--- src/inc/spsc_pkg.sv ---
package spsc_pkg;

  localparam int unsigned NUM_PORTS = 4;

  // byte addresses
  localparam logic [15:0] PORT0_CONTROL_OFS = 16'h115c;
  localparam logic [15:0] PORT1_CONTROL_OFS = 16'h117c;
  localparam logic [15:0] PORT2_CONTROL_OFS = 16'h119c;
  localparam logic [15:0] PORT3_CONTROL_OFS = 16'h11bc;
  localparam logic [15:0] PORT_STRIDE = 16'h0020;
  // error and status, one per port
  localparam logic [15:0] PORT0_ERR_STAT_OFS = 16'h1158;
  // mode register
  localparam logic [15:0] MODE_CFG_OFS = 16'h1000;

  // error and status bit positions
  localparam int unsigned ES_MAINT_PEND_BIT = 4;
  localparam int unsigned ES_RSVD_BIT = 3;
  localparam int unsigned ES_FAULT_BIT = 2;
  localparam int unsigned ES_OK_BIT = 1;
  localparam int unsigned ES_UNINIT_BIT = 0;

  // control field positions
  localparam int unsigned CTL_HW_WIDTH_LSB = 30;
  localparam int unsigned CTL_TRAINED_LSB = 27;

  localparam logic [1:0] HW_WIDTH_1LANE = 2'h0;
  localparam logic [1:0] HW_WIDTH_4LANE = 2'h1;
  localparam logic [2:0] TRAINED_LANE0 = 3'h0;
  localparam logic [2:0] TRAINED_LANE2 = 3'h1;
  localparam logic [2:0] TRAINED_4LANE = 3'h2;

  localparam logic [1:0] TOPO_SINGLE = 2'h0;
  localparam logic [1:0] TOPO_MULTI = 2'h1;
  localparam int unsigned MODE_SINGLE_LANE_BIT = 2;
  localparam logic [31:0] MODE_CFG_RESET = 32'h0000_0000;

  // per-port status from link logic
  typedef struct packed {
    logic maint_notify_req;
    logic unrecov_err;
    logic in_init;
    logic out_init;
    logic ctl_sym_ok;
    logic [2:0] trained_cfg;
  } spsc_link_stat_t;

endpackage

--- src/rtl/spsc_port_stat.sv ---
`timescale 1ns/1ps
module spsc_port_stat
  import spsc_pkg::*;
#(
  parameter bit MAINT_CAPABLE = 1'b1
)
(
  input wire logic pclk,
  input wire logic presetn,
  input wire spsc_link_stat_t stat,
  input wire logic clr_we,
  input wire logic [31:0] clr_data,
  output logic [31:0] err_stat
);

  logic pend_q, pend_d;
  logic fault_q, fault_d;
  logic ok_q, ok_d;
  logic uninit_q, uninit_d;

  always_comb
  begin
    pend_d = pend_q;
    fault_d = fault_q;
    if (clr_we && clr_data[ES_MAINT_PEND_BIT])
      pend_d = 1'b0;
    if (clr_we && clr_data[ES_FAULT_BIT])
      fault_d = 1'b0;
    // set wins over clear
    if (stat.maint_notify_req && MAINT_CAPABLE)
      pend_d = 1'b1;
    if (stat.unrecov_err)
      fault_d = 1'b1;
    ok_d = stat.in_init && stat.out_init && stat.ctl_sym_ok;
    uninit_d = !(stat.in_init && stat.out_init) && !ok_d;
  end

  always_ff @(posedge pclk or negedge presetn)
  begin
    if (!presetn)
    begin
      pend_q <= 1'b0;
      fault_q <= 1'b0;
      ok_q <= 1'b0;
      uninit_q <= 1'b1;
    end
    else
    begin
      pend_q <= pend_d;
      fault_q <= fault_d;
      ok_q <= ok_d;
      uninit_q <= uninit_d;
    end
  end

  always_comb
  begin
    err_stat = 32'h0000_0000;
    err_stat[ES_MAINT_PEND_BIT] = pend_q;
    err_stat[ES_RSVD_BIT] = 1'b0;
    err_stat[ES_FAULT_BIT] = fault_q;
    err_stat[ES_OK_BIT] = ok_q;
    err_stat[ES_UNINIT_BIT] = uninit_q;
  end

endmodule // spsc_port_stat

--- src/rtl/spsc_regs.sv ---
`timescale 1ns/1ps
module spsc_regs
  import spsc_pkg::*;
(
  input wire logic pclk,
  input wire logic presetn,
  input wire logic psel,
  input wire logic penable,
  input wire logic pwrite,
  input wire logic [15:0] paddr,
  input wire logic [31:0] pwdata,
  input wire spsc_link_stat_t [NUM_PORTS-1:0] link_stat,
  output logic [31:0] prdata,
  output logic pready,
  output logic pslverr,
  output logic [NUM_PORTS-1:0] port_active,
  output logic multi_port_mode
);

  //****************************************
  // mode configuration
  //****************************************
  logic [31:0] mode_q, mode_d;
  logic [1:0] topo;
  logic single_lane;
  logic multi_mode;
  logic wr_acc;
  logic [NUM_PORTS-1:0] hit_ctl;
  logic [NUM_PORTS-1:0] hit_es;
  logic hit_mode;
  logic [31:0] es_word [NUM_PORTS];
  logic [31:0] ctl_word [NUM_PORTS];
  logic [2:0] trained [NUM_PORTS];
  logic [NUM_PORTS-1:0] active_d;

  // a write lands only at the edge that completes the access
  assign wr_acc = psel && penable && pready && pwrite;
  assign hit_mode = (paddr == MODE_CFG_OFS);
  assign topo = mode_q[1:0];
  assign single_lane = mode_q[MODE_SINGLE_LANE_BIT];
  assign multi_mode = single_lane && (topo == TOPO_MULTI);

  always_comb
  begin
    mode_d = mode_q;
    if (wr_acc && hit_mode)
    begin
      mode_d = 32'h0000_0000;
      mode_d[1:0] = pwdata[1:0];
      mode_d[MODE_SINGLE_LANE_BIT] = pwdata[MODE_SINGLE_LANE_BIT];
    end
  end

  always_ff @(posedge pclk or negedge presetn)
  begin
    if (!presetn)
      mode_q <= MODE_CFG_RESET;
    else
      mode_q <= mode_d;
  end

  //****************************************
  // per-port status and control
  //****************************************
  genvar gi;
  generate
    for (gi = 0; gi < NUM_PORTS; gi++)
    begin : g_port
      assign hit_ctl[gi] = (paddr == 16'(PORT0_CONTROL_OFS + PORT_STRIDE * gi));
      assign hit_es[gi] = (paddr == 16'(PORT0_ERR_STAT_OFS + PORT_STRIDE * gi));

      spsc_port_stat u_stat (
        .pclk(pclk),
        .presetn(presetn),
        .stat(link_stat[gi]),
        .clr_we(wr_acc && hit_es[gi]),
        .clr_data(pwdata),
        .err_stat(es_word[gi])
      );

      always_comb
      begin
        trained[gi] = TRAINED_LANE0;
        if (gi == 0 && !single_lane && topo == TOPO_SINGLE)
        begin
          // single-port: lane 0, lane 2, or four lanes
          if (link_stat[gi].trained_cfg == TRAINED_LANE2)
            trained[gi] = TRAINED_LANE2;
          else if (link_stat[gi].trained_cfg == TRAINED_4LANE)
            trained[gi] = TRAINED_4LANE;
        end
        ctl_word[gi] = 32'h0000_0000;
        ctl_word[gi][CTL_HW_WIDTH_LSB +: 2] = (gi == 0 && !single_lane) ? HW_WIDTH_4LANE
                                                                       : HW_WIDTH_1LANE;
        ctl_word[gi][CTL_TRAINED_LSB +: 3] = trained[gi];
      end
    end
  endgenerate

  // which ports may run in the chosen topology
  always_comb
  begin
    active_d = '0;
    if (multi_mode)
      active_d = 4'h3;
    else if (!single_lane && topo == TOPO_SINGLE)
      active_d = 4'h1;
  end

  //****************************************
  // apb read path
  //****************************************
  logic [31:0] rdata_d;
  logic err_d;

  always_comb
  begin
    rdata_d = 32'h0000_0000;
    err_d = 1'b0;
    if (hit_mode)
      rdata_d = mode_q;
    else if (|hit_ctl)
    begin
      for (int i = 0; i < NUM_PORTS; i++)
        if (hit_ctl[i])
          rdata_d = ctl_word[i];
    end
    else if (|hit_es)
    begin
      for (int i = 0; i < NUM_PORTS; i++)
        if (hit_es[i])
          rdata_d = es_word[i];
    end
    else
      err_d = 1'b1;
  end

  always_ff @(posedge pclk or negedge presetn)
  begin
    if (!presetn)
    begin
      prdata <= 32'h0000_0000;
      pready <= 1'b0;
      pslverr <= 1'b0;
      port_active <= '0;
      multi_port_mode <= 1'b0;
    end
    else
    begin
      // no wait state, answer in first access cycle
      pready <= psel && !penable;
      pslverr <= psel && !penable && err_d;
      prdata <= (psel && !penable && !pwrite) ? rdata_d : 32'h0000_0000;
      port_active <= active_d;
      multi_port_mode <= multi_mode;
    end
  end

endmodule // spsc_regs

--- config.mk ---
export PLATFORM = sky130hd
export DESIGN_NAME = spsc_regs
export DESIGN_NICKNAME = d
export VERILOG_FILES = /design/src/inc/spsc_pkg.sv /design/src/rtl/spsc_port_stat.sv /design/src/rtl/spsc_regs.sv
export SDC_FILE = /design/constraint.sdc
export NUM_CORES = 1
export LEC_CHECK = 0
export BUFFER_PORTS_ARGS = -buffer_cell sky130_fd_sc_hd__buf_4
export CELL_PAD_IN_SITES_DETAIL_PLACEMENT = 1
export CELL_PAD_IN_SITES_GLOBAL_PLACEMENT = 1
export CORE_AREA = 2 2 78 80
export DETAILED_ROUTE_END_ITERATION = 10
export DIE_AREA = 0 0 80 82
export PLACE_DENSITY = 0.86
export SETUP_SLACK_MARGIN = 0.4
export SKIP_LAST_GASP = 1
export SLEW_MARGIN = 20
export SYNTH_ARGS = -nofsm -noshare
export SYNTH_HDL_FRONTEND = slang
export SYNTH_SLANG_ARGS = --single-unit
--- constraint.sdc ---
create_clock -name pclk -period 3.6 [get_ports pclk]
set_input_delay 0.18 -clock pclk [delete_from_list [all_inputs] [get_ports pclk]]
set_output_delay 0.18 -clock pclk [all_outputs]
set_load 0.01 [all_outputs]
==> summary.md <==
| Metric | Value |
|---|---|
| Status | `completed` |
| Post-Syn Instances | `154` |
| Syn-to-layout area delta | `32.3%` |
| Drt wl/cell | `13.4 um` |
| Power, Total | `0.720 mW` |
| WS Path Type | `reg -> reg` |
| Post-route cell area | `0.00211 mm2` |
| DR pass1 iterations | `5` |
| Port Buffer Count | `59` |
| CP peak stage delay | `0.36 ns` |
| Worst Reg-to-Reg Cells | `3` |
| Min Tclk post-route | `1.43 ns` |
| Fillers | `690` |
| Vias in the first global route | `1,286` |
| FF+latch area | `756 um2` |
| DR DRC count | `0` |
| Starting Density | `27.7%` |
| Worst hold start | `link_stat[28]` |
| Die H | `82 um` |
| Max Cap Viol | `0` |
| Sequential fraction of the synthesis area | `47.4%` |
| Worst skew pair latency | `0.29 ns` |
| Layout Cells excl Fill | `292` |
| Final setup viols | `0` |
| R2R Path Start | `pready` |
| Yosys cell types | `38` |
| WP data arrival | `1.60 ns` |
| Cell area after placement | `0.00200 mm2` |
| Final Core Density | `36.7%` |
| Hold Path Sink | `g_port[3].u_stat.uninit_q` |
| Post-CTS Hold Fix Bufs | `1` |
| Remaining global-route overflow | `0` |
| Final HPWL DP | `3120 um` |
| Post-route setup TNS | `0 ns` |
| Io pins | `124` |
| Via density | `4.42` |
| Synthesis warning total | `0` |
| Die width | `80 um` |
| Post-synth EDFFs | `0` |
| Antenna viol nets, final | `0` |
| Worst reg2reg path endpoint | `mode_q[2]` |
| Static leakage | `0.993 nW` |
| Global Route Usage Sum | `12.6%` |
| Worst setup EP type | `flip-flop` |
| Crit path max fanout | `5` |
| GP Congestion | `0.786` |
| First-pass GRT wire length | `6100 um` |
| Yosys top cell area share | `40.8%` |
| Req. time, crit path | `3.77 ns` |
| Final WS setup | `2.17 ns` |
| Antenna violations before repair | `0` |
| Max VDD drop | `111 uV` |
| Final period util | `39.7%` |
| Hold path depth | `2` |
| Synth area leader | `dfrtp_1` |
| Total CTS buffers | `5` |
| # placed instances | `283` |
| Main synth FF type | `dfrtp_1` |
| Maximum clock rate | `700 MHz` |
| Share of cells above drive strength 1 | `36.9%` |
| Final Hold Slack | `0.0214 ns` |
| Post-CTS setup repair buffer count | `0` |
| Clock Pin Slew Worst Setup and Hold Paths | `0.06 ns` |
| Mapped cell area | `0.00159 mm2` |
| N_diodes | `0` |
| Largest cells by area after synthesis | `dfrtp_1, buf_4, dfstp_2, nand2b_1, o21ai_0` |
| Nets | `301` |
| Synth Register Bits | `30` |
| Routed WL | `3900 um` |
| DR iter-0 viols | `50` |
| Sink Count | `30` |
| Placeable Area | `0.00575 mm2` |
| Commonest non-fill, non-tap cell in the layout | `buf_4` |
| Avg Cell Area, Syn | `10.4 um2` |
| CP Buf/Inv Count | `0` |
| Die Area | `0.00656 mm2` |
| Root Driver | `clkbuf_8` |
| Pre-CTS setup slack | `1.95 ns` |
| CP max-delay cell | `mux2_2` |
| Hold Path Class | `in -> reg` |
| Vias post-DR | `1,290` |
| Placement row count | `28` |
| Async S/R FF share, synth | `100%` |
| Footprint of the multi-input gates | `708 um2` |
| TritonCTS clock tree | `done` |
| Clock Path Buffers | `2` |
| Slew headroom | `47.4%` |
| H-tree Lvls | `2` |
| Most frequent cells in the layout | `buf_4, conb_1, dfrtp_1` |
| Unrepaired setup endpoints after global routing | `false` |
| CP Cell Sequence | `and4_1 -> nor3b_4 -> mux2_2` |
| Slew of the pin with the lowest slew margin | `0.787 ns` |
| Top delay family on crit path | `simple AND/OR/NAND/NOR gates` |
| Final Max Tran Viols | `0` |
| Final Hold Fails | `0` |
| Largest net degree at the start of global routing | `31` |
| Power Dens Cells | `341 mW/mm2` |
| Crit start category | `flip-flop` |
| # resized after CTS | `0` |
| Worst Skew | `0.00788 ns` |
| R2R Setup Slk | `2.17 ns` |
## layout make-up
| class | instances | share of cell area (%) |
|---|---|---|
| Clock inverter | 2 | 0.593 |
| Timing Repair Buffer | 60 | 21.5 |
| Sequential cell | 30 | 35.8 |
| Tap cell | 75 | 4.45 |
| Multi-Input combinational cell | 118 | 33.6 |
| Clock buffer | 6 | 3.91 |
| Inverter | 1 | 0.178 |
## synth_stat cells (all sizes together) (4+ instances only)
master	count
nor2b	4
buf	30
and3	5
nor3b	4
nand2b	11
o21ai	11
dfrtp	26
dfstp	4
nand4	4
nand2	8
nor2	4
nor3	5
a21oi	7
## logic make-up (layout without fill, tap and decap cells)
group | Yosys count | after routing | share of synthesized area [%]
flip-flops | 30 | 30 | 47.4
AO/OA/AOI/OAI | 28 | 28 | 11.1
buffers and inverters | 32 | 69 | 14.3
multiplexers | 3 | 3 | 2.12
AND/OR/NAND/NOR | 60 | 60 | 24.9
other | 1 | 27 | 0.235
## how the worst max path moves through the flow
| stage | depth (start not counted) | endpoint | from | slack, ns |
|---|---|---|---|---|
| 4_1_cts | 3 | mode_q[2] | pready | 2.15 |
| 3_5_place_dp | 5 | g_port[2].u_stat.pend_q | paddr[7] | 1.95 |
| 3_3_place_gp | 5 | mode_q[2] | paddr[11] | 1.99 |
| 2_1_floorplan | 4 | mode_q[0] | paddr[11] | 2.20 |
| 5_1_grt | 5 | g_port[2].u_stat.pend_q | paddr[7] | 2.08 |
| 6_report | 3 | mode_q[2] | pready | 2.17 |
## layer usage
| metal | track usage (%) | up-vias | wire length (um) |
|---|---|---|---|
| met2 | 21.8 | 66 | 1980 |
| met1 | 13.5 | 602 | 1450 |
| li1 | - | 614 | - |
| met5 | 0 | - | 0 |
| met4 | 5.25 | 0 | 69 |
| met3 | 5.27 | 8 | 405 |
## worst reg2reg max path: cells and delay by family (launching register included)
family	cells	cell delay, ns
flip-flops	1	0.35
AND/OR/NAND/NOR	2	0.61
multiplexers	1	0.36
## flip-flops by register name, indices dropped and copies added, names as in the netlist
signal / flops
pslverr: 1
prdata: 7
pready: 1
g_port.u_stat.pend_q: 4
mode_q: 3
multi_port_mode: 1
g_port.u_stat.fault_q: 4
g_port.u_stat.ok_q: 4
g_port.u_stat.uninit_q: 4
port_active: 1
## report_power, final
| part | internal, mW | leakage (nW) | switching, mW |
|---|---|---|---|
| logic | 0.0469 | 0.591 | 0.0482 |
| clock network | 0.153 | 0.0472 | 0.126 |
| registers | 0.344 | 0.354 | 0.00155 |
| total | 0.544 | 0.993 | 0.176 |
Note: power is estimated with default switching activity, not from simulation.
